## src/tcm_pkg.sv

```systemverilog
// Constants and types shared by the 16-bit compare timer
package tcm_pkg;
   localparam int ADDR_W = 8;
   localparam int CNT_W = 16;
   localparam logic [7:0] OFF_CTRL = 8'h00;
   localparam logic [7:0] OFF_COUNT = 8'h04;
   localparam logic [7:0] OFF_CMPA = 8'h08;
   localparam logic [7:0] OFF_CMPB = 8'h0c;
   localparam logic [7:0] OFF_CAPT = 8'h10;
   localparam logic [7:0] OFF_FLAGS = 8'h14;
   localparam logic [7:0] OFF_FORCE = 8'h18;
   localparam logic [7:0] OFF_OSTATE = 8'h1c;
   localparam logic [7:0] OFF_PORTCTL = 8'h20;
   localparam int CTRL_WGM_LSB = 0;
   localparam int CTRL_COMA_LSB = 4;
   localparam int CTRL_COMB_LSB = 6;
   localparam int CTRL_PSEL_LSB = 8;
   localparam int FLG_OVF = 0;
   localparam int FLG_CMPA = 1;
   localparam int FLG_CMPB = 2;
   localparam int FLG_CAP = 3;
   localparam int PORT_DIR_LSB = 0;
   localparam int PORT_LATCH_LSB = 2;
   localparam logic [3:0] WGM_NORMAL = 4'h0;
   localparam logic [3:0] WGM_CTC_CMP = 4'h4;
   localparam logic [3:0] WGM_CTC_CAP = 4'hc;
   localparam logic [3:0] WGM_RESV = 4'hd;
   localparam logic [15:0] CNT_MAX = 16'hffff;
   localparam logic [15:0] CNT_RST = 16'h0000;
   localparam logic [3:0] WGM_RST = 4'h0;
   localparam logic [2:0] PSEL_RST = 3'h0;
   localparam logic [3:0] FLAGS_RST = 4'h0;
   localparam logic [1:0] PORT_RST = 2'h0;
   localparam logic [10:0] DIV_1 = 11'h001;
   localparam logic [10:0] DIV_8 = 11'h008;
   localparam logic [10:0] DIV_64 = 11'h040;
   localparam logic [10:0] DIV_256 = 11'h100;
   localparam logic [10:0] DIV_1024 = 11'h400;
   typedef enum logic [1:0]
   {
      COM_NONE = 2'h0,
      COM_TOGGLE = 2'h1,
      COM_CLEAR = 2'h2,
      COM_SET = 2'h3
   } tcm_com_t;
endpackage

```

## src/tcm_timer16.sv

```systemverilog
// Top of the 16-bit compare timer with APB registers and pin override
`timescale 1ns/100ps
module tcm_timer16 (
   input wire logic pclk,
   input wire logic presetn,
   input wire logic psel,
   input wire logic penable,
   input wire logic pwrite,
   input wire logic [tcm_pkg::ADDR_W-1:0] paddr,
   input wire logic [31:0] pwdata,
   output logic [31:0] prdata,
   output logic pready,
   output logic pslverr,
   output logic chan_a_pin_out,
   output logic chan_a_pin_oe,
   output logic chan_b_pin_out,
   output logic chan_b_pin_oe
);
   import tcm_pkg::*;

   logic [3:0] waveform_mode_field;
   logic [1:0] compare_output_mode_bits [2];
   logic [2:0] presc_sel;
   logic [CNT_W-1:0] counter_value;
   logic [CNT_W-1:0] channel_compare_value [2];
   logic [CNT_W-1:0] capture_value_reg;
   logic [3:0] flags;
   logic [1:0] output_pin_direction_bit;
   logic [1:0] port_latch;
   logic [1:0] compare_output_state;
   logic [1:0] pin_out_q;
   logic [1:0] pin_oe_q;
   logic [10:0] presc_cnt;
   logic [10:0] presc_div;
   logic tick;
   logic block_pending;
   logic wr_en;
   logic wr_ctrl;
   logic wr_count;
   logic wr_force;
   logic wr_ostate;
   logic wr_flags;
   logic pwm_mode;
   logic ctc_mode;
   logic [CNT_W-1:0] top_value;
   logic ctc_hit;
   logic ovf_set;
   logic [1:0] match_evt;
   logic [1:0] force_evt;
   logic [31:0] rd_word;
   logic rd_ok;

   // Bus decode
   assign wr_en = psel && penable && pwrite && pready;
   assign wr_ctrl = wr_en && paddr == OFF_CTRL;
   assign wr_count = wr_en && paddr == OFF_COUNT;
   assign wr_force = wr_en && paddr == OFF_FORCE;
   assign wr_ostate = wr_en && paddr == OFF_OSTATE;
   assign wr_flags = wr_en && paddr == OFF_FLAGS;

   // Mode decode
   assign ctc_mode = waveform_mode_field == WGM_CTC_CMP || waveform_mode_field == WGM_CTC_CAP;
   assign pwm_mode = !(waveform_mode_field == WGM_NORMAL || ctc_mode
                       || waveform_mode_field == WGM_RESV);
   assign top_value = (waveform_mode_field == WGM_CTC_CAP) ? capture_value_reg
                      : channel_compare_value[0];

   // Matches and clears
   assign ctc_hit = tick && !block_pending && !wr_count && ctc_mode
                    && counter_value == top_value;
   assign ovf_set = tick && !wr_count && counter_value == CNT_MAX;

   // Control register
   always_ff @(posedge pclk or negedge presetn)
   begin
      if (!presetn)
      begin
         waveform_mode_field <= WGM_RST;
         compare_output_mode_bits[0] <= 2'h0;
         compare_output_mode_bits[1] <= 2'h0;
         presc_sel <= PSEL_RST;
      end
      else if (wr_ctrl)
      begin
         waveform_mode_field <= pwdata[CTRL_WGM_LSB +: 4];
         compare_output_mode_bits[0] <= pwdata[CTRL_COMA_LSB +: 2];
         compare_output_mode_bits[1] <= pwdata[CTRL_COMB_LSB +: 2];
         presc_sel <= pwdata[CTRL_PSEL_LSB +: 3];
      end
   end

   // Prescaler divisor
   always_comb
   begin
      case (presc_sel)
         3'h1: presc_div = DIV_1;
         3'h2: presc_div = DIV_8;
         3'h3: presc_div = DIV_64;
         3'h4: presc_div = DIV_256;
         3'h5: presc_div = DIV_1024;
         default: presc_div = 11'h000;
      endcase
   end

   // One-cycle timer tick
   assign tick = presc_div != 11'h000 && presc_cnt == presc_div - 11'h001;

   always_ff @(posedge pclk or negedge presetn)
   begin
      if (!presetn)
         presc_cnt <= 11'h000;
      else if (tick || presc_div == 11'h000 || wr_ctrl)
         presc_cnt <= 11'h000;
      else
         presc_cnt <= presc_cnt + 11'h001;
   end

   // Counter
   always_ff @(posedge pclk or negedge presetn)
   begin
      if (!presetn)
         counter_value <= CNT_RST;
      else if (wr_count)
         counter_value <= pwdata[CNT_W-1:0];
      else if (tick)
      begin
         if (ctc_hit)
            counter_value <= CNT_RST;
         else
            counter_value <= counter_value + 16'h0001;
      end
   end

   // Match blocking after counter write
   always_ff @(posedge pclk or negedge presetn)
   begin
      if (!presetn)
         block_pending <= 1'b0;
      else if (wr_count)
         block_pending <= 1'b1;
      else if (tick)
         block_pending <= 1'b0;
   end

   // Compare and capture registers, written straight through
   always_ff @(posedge pclk or negedge presetn)
   begin
      if (!presetn)
      begin
         channel_compare_value[0] <= CNT_RST;
         channel_compare_value[1] <= CNT_RST;
         capture_value_reg <= CNT_RST;
      end
      else if (wr_en)
      begin
         if (paddr == OFF_CMPA)
            channel_compare_value[0] <= pwdata[CNT_W-1:0];
         if (paddr == OFF_CMPB)
            channel_compare_value[1] <= pwdata[CNT_W-1:0];
         if (paddr == OFF_CAPT)
            capture_value_reg <= pwdata[CNT_W-1:0];
      end
   end

   // Flags, set wins over write-one clear
   always_ff @(posedge pclk or negedge presetn)
   begin
      if (!presetn)
         flags <= FLAGS_RST;
      else
      begin
         flags[FLG_OVF] <= ovf_set
                           || (flags[FLG_OVF] && !(wr_flags && pwdata[FLG_OVF]));
         flags[FLG_CMPA] <= match_evt[0]
                            || (flags[FLG_CMPA] && !(wr_flags && pwdata[FLG_CMPA]));
         flags[FLG_CMPB] <= match_evt[1]
                            || (flags[FLG_CMPB] && !(wr_flags && pwdata[FLG_CMPB]));
         flags[FLG_CAP] <= (ctc_hit && waveform_mode_field == WGM_CTC_CAP)
                           || (flags[FLG_CAP] && !(wr_flags && pwdata[FLG_CAP]));
      end
   end

   // Port direction and latch
   always_ff @(posedge pclk or negedge presetn)
   begin
      if (!presetn)
      begin
         output_pin_direction_bit <= PORT_RST;
         port_latch <= PORT_RST;
      end
      else if (wr_en && paddr == OFF_PORTCTL)
      begin
         output_pin_direction_bit <= pwdata[PORT_DIR_LSB +: 2];
         port_latch <= pwdata[PORT_LATCH_LSB +: 2];
      end
   end

   // Output channels and pin override
   genvar gi;
   generate
      for (gi = 0; gi < 2; gi++)
      begin : g_chan
         assign match_evt[gi] = tick && !block_pending && !wr_count
                                && counter_value == channel_compare_value[gi];
         assign force_evt[gi] = wr_force && pwdata[gi] && !pwm_mode;

         tcm_out_chan u_chan (
            .pclk(pclk),
            .presetn(presetn),
            .match_evt(match_evt[gi]),
            .force_evt(force_evt[gi]),
            .mode_bits(compare_output_mode_bits[gi]),
            .pwm_mode(pwm_mode),
            .ctc_mode(ctc_mode),
            .load_en(wr_ostate),
            .load_val(pwdata[gi]),
            .state(compare_output_state[gi])
         );

         always_ff @(posedge pclk or negedge presetn)
         begin
            if (!presetn)
            begin
               pin_out_q[gi] <= 1'b0;
               pin_oe_q[gi] <= 1'b0;
            end
            else
            begin
               pin_out_q[gi] <= (compare_output_mode_bits[gi] != 2'h0)
                                ? compare_output_state[gi] : port_latch[gi];
               pin_oe_q[gi] <= output_pin_direction_bit[gi];
            end
         end
      end
   endgenerate

   assign chan_a_pin_out = pin_out_q[0];
   assign chan_a_pin_oe = pin_oe_q[0];
   assign chan_b_pin_out = pin_out_q[1];
   assign chan_b_pin_oe = pin_oe_q[1];

   // Read mux
   always_comb
   begin
      rd_word = 32'h0000_0000;
      rd_ok = 1'b1;
      case (paddr)
         OFF_CTRL: rd_word = {21'h0, presc_sel, compare_output_mode_bits[1],
                              compare_output_mode_bits[0], waveform_mode_field};
         OFF_COUNT: rd_word = {16'h0, counter_value};
         OFF_CMPA: rd_word = {16'h0, channel_compare_value[0]};
         OFF_CMPB: rd_word = {16'h0, channel_compare_value[1]};
         OFF_CAPT: rd_word = {16'h0, capture_value_reg};
         OFF_FLAGS: rd_word = {28'h0, flags};
         OFF_FORCE: rd_word = 32'h0000_0000;
         OFF_OSTATE: rd_word = {30'h0, compare_output_state};
         OFF_PORTCTL: rd_word = {28'h0, port_latch, output_pin_direction_bit};
         default: rd_ok = 1'b0;
      endcase
   end

   // APB answer, zero wait states
   always_ff @(posedge pclk or negedge presetn)
   begin
      if (!presetn)
      begin
         pready <= 1'b0;
         pslverr <= 1'b0;
         prdata <= 32'h0000_0000;
      end
      else
      begin
         pready <= psel && !penable;
         pslverr <= psel && !penable && !rd_ok;
         if (psel && !penable && !pwrite)
            prdata <= rd_word;
      end
   end
endmodule

```

## src/tcm_out_chan.sv

```systemverilog
// One compare output state bit with its match and force actions
`timescale 1ns/100ps
module tcm_out_chan (
   input wire logic pclk,
   input wire logic presetn,
   input wire logic match_evt,
   input wire logic force_evt,
   input wire logic [1:0] mode_bits,
   input wire logic pwm_mode,
   input wire logic ctc_mode,
   input wire logic load_en,
   input wire logic load_val,
   output logic state
);
   import tcm_pkg::*;

   // Output state update
   always_ff @(posedge pclk or negedge presetn)
   begin
      if (!presetn)
         state <= 1'b0;
      else if (load_en)
         state <= load_val;
      else if (!pwm_mode && (match_evt || force_evt))
      begin
         case (tcm_com_t'(mode_bits))
            COM_TOGGLE: state <= ~state;
            COM_CLEAR: state <= 1'b0;
            COM_SET: state <= 1'b1;
            default: state <= state;
         endcase
      end
   end
endmodule

```

## config.mk

```make
export PLATFORM = sky130hd
export DESIGN_NAME = tcm_timer16
export DESIGN_NICKNAME = d
export VERILOG_FILES = /design/src/tcm_pkg.sv /design/src/tcm_timer16.sv /design/src/tcm_out_chan.sv
export SDC_FILE = /design/constraint.sdc
export NUM_CORES = 1
export LEC_CHECK = 0
export ABC_AREA = 1
export BUFFER_PORTS_ARGS = -buffer_cell sky130_fd_sc_hd__buf_2
export CAP_MARGIN = 10
export CORE_MARGIN = 8
export CORE_UTILIZATION = 40
export DETAILED_ROUTE_END_ITERATION = 10
export MAX_ROUTING_LAYER = met4
export PLACE_DENSITY = 0.58
export SYNTH_ARGS = -nofsm -noshare
export SYNTH_HDL_FRONTEND = slang
export SYNTH_SLANG_ARGS = --single-unit
```

## constraint.sdc

```tcl
create_clock -name pclk -period 1.95 [get_ports pclk]
set_input_delay 0.2925 -clock pclk [delete_from_list [all_inputs] [get_ports pclk]]
set_output_delay 0.2925 -clock pclk [all_outputs]
set_load 0.005 [all_outputs]
```

; After elaboration in Yosys (flattened, before gate mapping)
; Index checks and enable logic that the tools add are counted.
; Widths: inputs -> output; s select.
[totals]
mem_count = 0
latch_bits = 0
in_bits = 45
wordCells = 145
register_bits = 135
mem_bits_ro = 0
output_inout_bits = 38
mem_bits_rw = 0
[op_classes]
n_addsub = 3
n_div = 0
n_bitwise = 2
multipliers = 0
reduce_logical = 73
n_lt_le_gt_ge = 0
eq_ne = 27
shift = 0
n_mux = 18
[op_table]
columns = op, n
row1 = $pmux 16 s8, 1
row2 = $mux 16, 4
row3 = $pmux 11 s5, 1
row4 = $eq 16x16->1, 3
row5 = $logic_and 1x1->1, 36
row6 = $eq 8x5->1 const B, 4
row7 = $add 16x1->16 const B, 1
row8 = $eq 16x16->1 const B, 1
row9 = $eq 8x4->1 const B, 2
row10 = $add 11x1->11 const B, 1
row11 = $eq 11x11->1, 1
row12 = $logic_not 11->1, 1
row13 = $logic_or 1x1->1, 11
row14 = $mux 11, 1
row15 = $reduce_bool 11->1, 1
row16 = $sub 11x1->11 const B, 1
row17 = $reduce_and 2->1, 5
row18 = $reduce_bool 2->1, 5
row19 = $logic_not 1->1, 9
row20 = $mux 1, 9
row21 = $reduce_or 9->1, 1
row22 = $eq 2x2->1 const B, 4
row23 = $eq 4x4->1 const B, 2
row24 = $eq 8x3->1 const B, 1
row25 = 11 further kinds, 17

; Longest topological paths before layout
; Gate-level depths: netlist of run 1.
[depth]
word_depth = 12
mapped_depth = 16

; Hierarchy
; A second synthesis of run 1 with hierarchy kept.
[unflattened]
hier_cells = 1051
hier_area_um2 = 7338.3
[by_module_without_submodules]
columns = mod, area_each_um2, cells_per_inst, seq_area_each_um2, n_inst
row1 = tcm_timer16, 7090.6, 1007, 2927.8, 1
row2 = tcm_out_chan, 123.9, 22, 25.0, 2

; Least setup slack after synthesis of run 1
; No wires, ideal clock.
[synth_timing]
kind = reg-to-reg
start = register presc_sel[1]
end = register counter_value[10]
t_required_ps = 1833
path_slack_ps = -224
setup_time_ps = 117
path_stages_with_launch = 14
arrival_ps = 2057
path_buffers = 1
synth_period_minus_slack_ps = 2174
cell_sequence = dfrtp_1 -> inv_4 -> nand3_1 -> ha_1 -> xnor2_1 -> nor2_1 -> nand4_1 -> nor3_4 -> nand2_4 -> nand2_4 -> buf_12 -> o22ai_1 -> clkinv_1 -> nand2_1
[synth_via]
elab_chain_cells = 12
[synth_lines]
columns = item, line_no
row1 = start: declaration, tcm_timer16.sv:23  ; logic [2:0] presc_sel;
row2 = start signal: assignment, tcm_timer16.sv:88  ; presc_sel <= pwdata[CTRL_PSEL_LSB +: 3];
row3 = "$eq 3x3->1, or another cell as far along", tcm_timer16.sv:95  ; case (presc_sel)
row4 = $pmux 11 s5 (*), tcm_timer16.sv:95
row5 = $sub 11x1->11, tcm_timer16.sv:106  ; assign tick = presc_div != 11'h000 && presc_cnt == presc_div - 11'h001;
row6 = $eq 11x11->1, tcm_timer16.sv:106
row7 = $logic_and 1x1->1 (*), tcm_timer16.sv:106
row8 = $logic_and 1x1->1 (3 in a row), tcm_timer16.sv:69  ; assign ctc_hit = tick && !block_pending && !wr_count && ctc_mode
row9 = $logic_and 1x1->1, tcm_timer16.sv:70  ; && counter_value == top_value;
row10 = $mux 16, tcm_timer16.sv:127  ; if (ctc_hit)
row11 = $mux 16, tcm_timer16.sv:125  ; else if (tick)
row12 = $mux 16, tcm_timer16.sv:123  ; else if (wr_count)
row13 = end signal: assignment, tcm_timer16.sv:124  ; counter_value <= pwdata[CNT_W-1:0];
row14 = end signal: assignment, tcm_timer16.sv:130  ; counter_value <= counter_value + 16'h0001;
row15 = end: declaration, tcm_timer16.sv:24  ; logic [CNT_W-1:0] counter_value;
; Every way passes the cells marked *; elsewhere a longest branch is shown, timed or not. The select of a mux whose other input is x is not followed.
; A chain may end at the register's enable or synchronous reset.

; Worst setup path after layout of run 1
[layout_timing]
start = register presc_sel[1]
end = register counter_value[3]
; The elaborated chain is that of the path after synthesis.

==> impl_results.md, run 1 <==
* Rel. slew slack at 0.671
* RSZ-0062 raised after global routing: true
* Clk sink count at 119
* FP Rows at 49
* Pin count of the biggest net entering global routing at 33
* Area of the multi-input gates at 3730 µm²
* Outcome: finished, violations left
* Total Nets Final at 1173
* Max-cap violations at 0
* Dominant cells by area after synthesis: dfrtp_1 41%, nand2_1 14%, o21ai_0 7.2%
* Setup TNS at -6.66 ns
* N_diodes at 0
* H-tree levels at 4
* WS Path Type: reg -> reg
* Final Instance Area at 9170 µm²
* Die Area at 22500 µm²
* Register area share after synthesis at 0.414
* Vias in the first global route at 6683
* First-pass GRT wire length at 35700 µm
* Clk slew on worst S/H paths at 0.05 ns
* Overflow left after global routing at 0
* Share of cells above drive strength 1 at 0.229
* Initial antenna violation count at 0
* Worst setup SP type: register
* Initial Util at 0.404
* Vias per cell at 5.04
* Sw power at 1.31 mW
* Via count at 6879
* Setup ws final at -0.290 ns
* Failing checks: setup timing
* Async set or reset register ratio after synthesis at 1.00
* Compound-gate portion of the synthesized area at 0.136
* Initial DRC Count at 678
* Largest register by flop count: channel_compare_value
* Util after Layout at 0.516
* Final setup vio count at 34
* DRC viols at 0
* Fillers at 1764
* Proportion of synthesized area in mux cells at 0
* Met3 Use GR at 0.0311
* Drt wl/cell at 16.4 µm
* Grt peak-use layer: met2
* Final Hold Viols at 0
* PwrDens at 611 nW/µm²
* Fin crit period at 2.24 ns
* Gate Count Post-Synth at 980
* Met1 usage at 0.284
* Int Power at 4.30 mW
* Max FFs per register at 32
* LEAKAGE at 4.62 nW
* Peak supply drop at 0.631 mV
* Largest family of logic cells by synthesized area: simple AND/OR/NAND/NOR gates
* Area grow syn2layout at 27.6%
* Mapped Area at 7190 µm²
* Final GP Congestion at 0.922
* IO Port Bufs at 50
* Period utilization at 1.15
* Total CTS buffers at 17
* GRT Resource Usage Total at 0.211
* Routed Antenna Nets at 0
* Max Clock Freq at 446 MHz
* Die W at 150 µm
* Yosys cell types at 46
* CTS tree: built
* First-pass DRT Iterations at 5
* Final WL at 22300 µm
* Sequential Power Share at 0.444
* Vert. Die Dim at 150 µm
* I/O Pins at 83
* DP HPWL at 16800 µm
* EDFF count, synth at 0
* Final Max Slew Viols at 0
* Req. time, crit path at 2.26 ns
* Placed standard-cell area at 8340 µm²
* Switching Fraction at 0.233
* Crit path arrival time at 2.55 ns
* Fraction of the mapped netlist area in simple logic gates at 0.292
* Clock Skews at 0.00568 ns
* Mean Syn Cell Area at 7.33 µm²
* FF/Latch Area at 2980 µm²
* Share of the synthesized area in the top cell type at 0.414
* Synth area leader: dfrtp_1
* Clock group share of total power at 0.513
* Yosys warning total at 0
* Top cells by count, synth: 275 x nand2_1, 119 x dfrtp_1, 116 x inv_1, 104 x o21ai_0, 74 x nor2_1
* Flops & latches, synth at 119
* Overall Power at 5.61 mW
* Core area at 17800 µm²
* Crit path capture type: register
* CTS root buffer: clkbuf_16
* Class of the worst hold path: in -> reg
* Post-synthesis adder-cell area fraction at 0.00870
* Most frequent cell after synthesis: nand2_1
* Combinational power share at 0.043
* Main flop type after synthesis: dfrtp_1
* Synth Area in XOR/XNOR at 0.0426
* Fin cells at 1365
* Least-Margin Pin Slew at 0.490 ns
* CTS max path bufs at 2
* Worst-path fanout max at 8
* Dpl cells at 1323
* Clock Latency Late Sink at 0.42 ns
* Met2 Use GR at 0.322
-- per-stage QoR --
| step | hold WS (ns) | setup slack, ns |
|---|---|---|
| after CTS | 0.0388 | -0.271 |
| after floorplan | -0.00309 | -0.0995 |
| after global placement | 0.283 | -0.228 |
| final | 0.0466 | -0.290 |
| after detailed placement | 0.290 | -0.293 |
| after global routing | 0.0572 | -0.459 |
-- area by class of cell --
| class | instances | area share |
|---|---|---|
| multi-input cells | 699 | 0.407 |
| flip-flops and latches | 119 | 0.325 |
| repair buffers | 154 | 0.124 |
| inverters | 132 | 0.0543 |
| clock buffers | 24 | 0.0536 |
| well taps | 229 | 0.0312 |
| clock inverters | 8 | 0.00518 |
-- worst max-delay path, stage by stage, from the launching register on --
cell,delay (ns)
dfrtp_2,0.45
inv_4,0.08
nand3_4,0.08
ha_4,0.18
inv_2,0.07
nand4_1,0.09
nand2_1,0.08
nand2_1,0.06
nand2_2,0.07
nand2_2,0.07
nor3_4,0.30
nand2_4,0.12
buf_6,0.16
nand2_8,0.13
o22ai_1,0.09
inv_1,0.06
nand2_1,0.04
-- placed cells by master, fill, tap and decap left out, drive strengths merged, types with 26 or more instances in the layout --
| cell type | instances |
|---|---|
| dfrtp | 119 |
| nand3 | 43 |
| nor2 | 77 |
| nor3 | 26 |
| o22ai | 34 |
| inv | 128 |
| buf | 153 |
| o21ai | 108 |
| xor2 | 29 |
| nand2 | 284 |
-- kinds of logic (layout without fill, tap and decap cells) --
kind of cell | after synthesis | in the layout
simple gates | 474 | 475
buf+inv | 178 | 318
compound gates | 168 | 168
flops | 119 | 119
xor+xnor | 35 | 35
fa+ha+maj | 5 | 5
other cells | 1 | 16
-- path summary, 6_finish.rpt --
path	slack, ns	depth (start not counted)	from	end
setup / recovery	-0.29	16	presc_sel[1]	counter_value[3]
hold / removal	0.05	2	penable	pready
setup reg to reg	-0.29	16	presc_sel[1]	counter_value[3]
hold reg to reg	0.42	0	output_pin_direction_bit[1]	chan_b_pin_oe
max in group asynchronous	0.92	3	presetn	counter_value[3]
min in group asynchronous	0.38	2	presetn	compare_output_mode_bits[3]
-- routing by layer --
metal  up-vias  part of all wire
met5         -                 0
met4         0             0.022
met3        30             0.056
met2       197              0.45
met1      3219              0.47
li1       3433                 -
-- power by group through the flow --
stage | Clock, mW | Combinational (mW) | Sequential, mW
3_5_place_dp | 0 | 0.237 | 2.53
3_3_place_gp | 0 | 0.235 | 2.53
2_1_floorplan | 0 | 0.109 | 2.53
4_1_cts | 2.93 | 0.242 | 2.49
5_1_grt | 3.03 | 0.275 | 2.49
6_report | 2.87 | 0.242 | 2.49
-- timing repair --
item,4_1_cts,5_1_grt
pin swaps,7,15
resized for setup,18,30
setup buffers,5,3
setup endpoints to repair,33,34
hold buffers,1,0
cloned,1,1
hold endpoints to repair,27,0
(Power assumes the default switching activity.)
==> inputs of run 2 (changes only) <==
- BUFFER_PORTS_ARGS: -buffer_cell sky130_fd_sc_hd__buf_2 -> not set
- CORE_UTILIZATION: 40 -> 45
- DONT_BUFFER_PORTS: not set -> 1
- PLACE_DENSITY: 0.58 -> 0.6
==> run 2 against run 1 <==
The run ends with hold timing, setup timing left. Critical endpoint is now counter_value[14]. Sequential share of layout area grew 1.8 points. Setup slack got worse by 0.048 ns. Non-clock buffer count down 66. Cell area is 5.3% lower. Combinational power shrank 43%. Power is 4.6% higher. Die area is 10% lower.
==> impl_results.md, run 2 (synthesis gave the netlist of run 1 again) <==
* Met1 usage at 0.313
* R2R setup slack at -0.34 ns
* Final setup vio count at 34
* Setup ws final at -0.338 ns
* Max FFs per register at 32
* Peak supply drop at 0.608 mV
* Class of the worst hold path: in -> async
* Clock Skews at 0.00974 ns
* Share of cells above drive strength 1 at 0.168
* Grt peak-use layer: met2
* CTS root buffer: clkbuf_16
* Clock Latency Late Sink at 0.42 ns
* Commonest non-fill, non-tap cell in the layout: nand2_1
* PwrDens at 675 nW/µm²
* Crit path arrival time at 2.59 ns
* Final Max Slew Viols at 0
* GRT Resource Usage Total at 0.228
* Overflow left after global routing at 0
* Clk sink count at 119
* Hold WS at -0.431 ns
* First-pass DRT Iterations at 8
* CTS tree: built
* Initial DRC Count at 555
* Post-CTS Hold Fix Bufs at 2
* Final Hold Viols at 119
* Final GP Congestion at 0.934
* Max-cap violations at 0
* Period utilization at 1.17
* Area grow syn2layout at 20.8%
* Core area at 15800 µm²
* Slowest cell on crit path: dfrtp_1
* Initial antenna violation count at 0
* Outcome: finished, violations left
* N_diodes at 0
* CTS max path bufs at 2
* Fin crit period at 2.29 ns
* Crit path capture type: register
* Final WL at 21700 µm
* Worst setup SP type: register
* R2R cell count at 13
* Met2 Use GR at 0.337
* CP dominant cell by count: nand2_1
* CP max stage delay at 0.39 ns
* Drt wl/cell at 16.9 µm
* Largest register by flop count: channel_compare_value
* Max Clock Freq at 437 MHz
* Setup TNS at -7.33 ns
* Clk slew on worst S/H paths at 0.05 ns
* Die W at 142 µm
* Vias in the first global route at 6287
* Worst-path fanout max at 24
* H-tree levels at 4
* Routed Antenna Nets at 0
* WS Path Type: reg -> reg
* IO Port Bufs at 0
* Worst R2R End: counter_value[14]
* Met3 Use GR at 0.0463
* Util after Layout at 0.551
* RSZ-0062 raised after global routing: true
* Vias per cell at 5.15
* DP HPWL at 15700 µm
* R2R Path Start: waveform_mode_field[1]
* FP Rows at 46
* LEAKAGE at 4.29 nW
* I/O Pins at 83
* Req. time, crit path at 2.25 ns
* Worst setup path startpoint: waveform_mode_field[1]
* Most frequent cells in the layout: 274 x nand2_1, 117 x dfrtp_1, 115 x inv_1
* Via count at 6637
* Vert. Die Dim at 142 µm
* Die Area at 20300 µm²
* CP cell instances: nor2_1 > nand3_1 > buf_12 > buf_4 > o21ai_0 > or2_2 > nand2_1 > nor3_1 > nand2_1 > nor2_1 > nand2_2 > nand2_1 > nand2_1
* Total CTS buffers at 17
* Failing checks: hold timing, setup timing
* First-pass GRT wire length at 34300 µm
* Pin count of the biggest net entering global routing at 120
* Total Nets Final at 1109
* Initial Util at 0.456
* DRC viols at 0
## run 2: cell count changes in the layout (fill, tap and decap cells not counted), sizes merged
cell,change
buf,-67
bufinv,+3
clkinvlp,-2
clkbuf,-1
clkinv,+1
dlygate4sd3,+1
inv,-1
nand2,+1
nor2,+1
## run 2: what timing repair did
action                     CTS  global route
resized for setup            7            14
setup endpoints to repair   33            34
setup buffers                2             3
cloned                       1             2
pin swaps                    1             2
hold endpoints to repair   120           119
## run 2: worst max-delay path, delay by kind of cell, from the launching register on
family	cells	cell delay, ns
AND/OR/NAND/NOR	10	1.24
buffers and inverters	2	0.34
AO/OA/AOI/OAI	1	0.21
flip-flops	1	0.39
## run 2: power by group
part | switching, mW | internal [mW] | leakage, nW
Combinational | 0.0988 | 0.0403 | 2.34
Sequential | 0.00998 | 2.48 | 1.65
Clock | 1.14 | 2.10 | 0.297
Total | 1.24 | 4.62 | 4.29
## run 2: worst max path at each step
stage,endpoint,cells past startpoint
global route,counter_value[13],13
detailed placement,counter_value[3],12
CTS,counter_value[4],15
floorplan,counter_value[10],16
global placement,counter_value[10],12
finish,counter_value[14],13
## run 2: stage by stage
step / setup slack (ns) / power (mW) / instance area (µm²) / std cells
2_1_floorplan: -0.0995 / 2.64 / 7280 / 995
3_3_place_gp: -0.247 / 2.67 / 7910 / 1246
3_5_place_dp: -0.306 / 2.67 / 7910 / 1246
4_1_cts: -0.307 / 5.90 / 8590 / 1283
5_1_grt: -0.517 / 6.05 / 8690 / 1288
6_report: -0.338 / 5.86 / 8690 / 1288
## run 2: cell type report
cell class | count | area, µm²
clock buffer | 23 | 478
tap | 216 | 270
sequential | 119 | 2980
multi-input combinational | 701 | 3630
timing repair buffer | 88 | 706
fill | 1555 | 7080
clock inverter | 9 | 123
inverter | 132 | 498
## run 2: routing by layer
layer	share of wire	up-vias	wire [µm]
met3	0.072	27	1560
li1	-	3314	-
met2	0.44	223	9610
met4	0.014	0	306
met5	0	-	0
met1	0.47	3073	10200
==> inputs of run 3 (changes only) <==
- CORE_UTILIZATION: 45 -> 50
- PLACE_DENSITY: 0.6 -> 0.66
==> run 3 against run 2 <==
The run still ends with hold timing, setup timing left. Combinational power about the same. Non-clock buffer count decreased by 6. Hold slack improved by 0.0050 ns. Via count increased by 2.2%. Sequential cell count unchanged. Sequential power about the same. Clock skew decreased by 0.0020 ns. Highest routed layer unchanged.
==> impl_results.md, run 3 (synthesis gave the netlist of run 1 again) <==
* Total CTS buffers at 17
* Die W at 136 µm
* Share of cells above drive strength 1 at 0.178
* Vias in the first global route at 6544
* R2R setup slack at -0.36 ns
* Initial antenna violation count at 0
* Drt wl/cell at 16.9 µm
* Commonest non-fill, non-tap cell in the layout: nand2_1
* Least-Margin Pin Slew at 0.562 ns
* Final Max Slew Viols at 0
* Worst setup SP type: register
* First-pass GRT wire length at 34100 µm
* R2R cell count at 16
* Worst R2R End: g_chan[1].u_chan.state
* CTS root buffer: clkbuf_16
* Final GP Congestion at 0.918
* Fin crit period at 2.31 ns
* Core area at 14300 µm²
* FP Rows at 44
* Max Clock Freq at 434 MHz
* Post-CTS Hold Fix Bufs at 2
* Final WL at 21100 µm
* N_diodes at 0
* Largest register by flop count: channel_compare_value
* Clock Latency Late Sink at 0.42 ns
* Final Hold Viols at 119
* Rel. slew slack at 0.621
* Worst-path fanout max at 5
* WS Path Type: reg -> reg
* Initial Util at 0.502
* Pin count of the biggest net entering global routing at 120
* Via count at 6783
* First-pass DRT Iterations at 5
* Setup ws final at -0.356 ns
* Total Nets Final at 1102
* RSZ-0062 raised after global routing: true
* Most frequent cells in the layout: 271 x nand2_1, 117 x dfrtp_1, 115 x inv_1
* I/O Pins at 83
* GRT Resource Usage Total at 0.244
* Initial DRC Count at 614
* Class of the worst hold path: in -> async
* Outcome: finished, violations left
* Final setup vio count at 34
* Failing checks: hold timing, setup timing
* Vias per cell at 5.44
* Overall Power at 5.83 mW
* Overflow left after global routing at 0
* H-tree levels at 4
* Max FFs per register at 32
* Dpl cells at 1207
* Routed Antenna Nets at 0
* DRC viols at 0
* DP HPWL at 15200 µm
* CTS max path bufs at 2
* LEAKAGE at 4.25 nW
* Area grow syn2layout at 21.3%
* Peak supply drop at 0.509 mV
* CTS tree: built
* Clk sink count at 119
* PwrDens at 669 nW/µm²
* IO Port Bufs at 0
* Hold WS at -0.426 ns
* Crit path capture type: register
* Vert. Die Dim at 136 µm
* Req. time, crit path at 2.25 ns
* Clk slew on worst S/H paths at 0.06 ns
* Clock Skews at 0.00775 ns
* R2R Path Start: presc_sel[0]
* Max-cap violations at 0
* Crit path arrival time at 2.61 ns
* Die Area at 18500 µm²
* Fin cells at 1248
* Period utilization at 1.18
## run 3: changes by cell type in the layout (fill, tap and decap cells not counted), moves of 2 or more
cell     previous run  this run
buf_4              80        72
nand2_1           274       271
nand2_2             7        10
nand3_1            36        31
nand3_2             7        10
nand3_4             0         2
nor2_1             72        70
nor2_2              2         4
o22ai_1            28        23
o22ai_4             0         5
## run 3: how the worst max path moves through the flow
stage                     slack, ns  cells past startpoint         start                endpoint
after floorplan                -0.1                     16  presc_sel[2]       counter_value[10]
after global placement        -0.25                     12  presc_sel[0]       counter_value[10]
after detailed placement      -0.33                     12  presc_sel[0]        counter_value[3]
after CTS                     -0.32                     13  presc_sel[0]  g_chan[1].u_chan.state
after global routing          -0.60                     16  presc_sel[0]  g_chan[0].u_chan.state
final                         -0.36                     16  presc_sel[0]  g_chan[1].u_chan.state
## run 3: through the flow
step	hold slack [ns]	instance area, µm²	util	worst slack [ns]	TNS (ns)
after global placement	0.00410	7820	0.546	-0.251	-5.27
after floorplan	-0.00309	7280	-	-0.0995	-1.56
after global routing	-0.439	8720	0.609	-0.604	-13.40
after detailed placement	0.00447	7820	0.546	-0.330	-7.46
after CTS	-0.440	8660	0.605	-0.320	-5.94
final	-0.426	8720	0.609	-0.356	-7.40
## run 3: what timing repair did
action                                 in CTS  in global routing
pin swaps                                  12                 16
gates resized for setup                    32                 11
endpoints found under the hold margin     120                119
setup buffers                               4                  2
cloned                                      3                  0
setup endpoints to repair                  34                 34
## run 3: routing by layer
metal / global-route usage / share of wire
met4: 0.0897 / 0.026
met1: 0.317 / 0.44
met2: 0.371 / 0.45
met3: 0.0466 / 0.081
met5: - / 0
## run 3: power breakdown
group,switching (mW),internal [mW]
sequential,0.00965,2.48
clock,1.14,2.06
combinational,0.0993,0.0416
total,1.25,4.58
## run 3: final cells by class
cell class,count,area [µm²]
clock inverter,9,125
inverter,132,498
clock buffer,22,464
timing repair buffer,82,671
tap,184,230
fill,1316,5600
sequential,119,2980
multi-input combinational,700,3750
## run 3: critical path, stage by stage (launching register included)
cell	delay, ns
dfrtp_2	0.44
inv_2	0.07
nand3_2	0.09
ha_4	0.19
inv_2	0.06
nand4_1	0.12
nand2_1	0.10
nand2_1	0.06
nand2_2	0.08
nand2_2	0.06
nor3_4	0.28
buf_4	0.17
nand4_1	0.15
o21ai_1	0.16
nand2_1	0.07
nand2_1	0.06
nand3_1	0.06
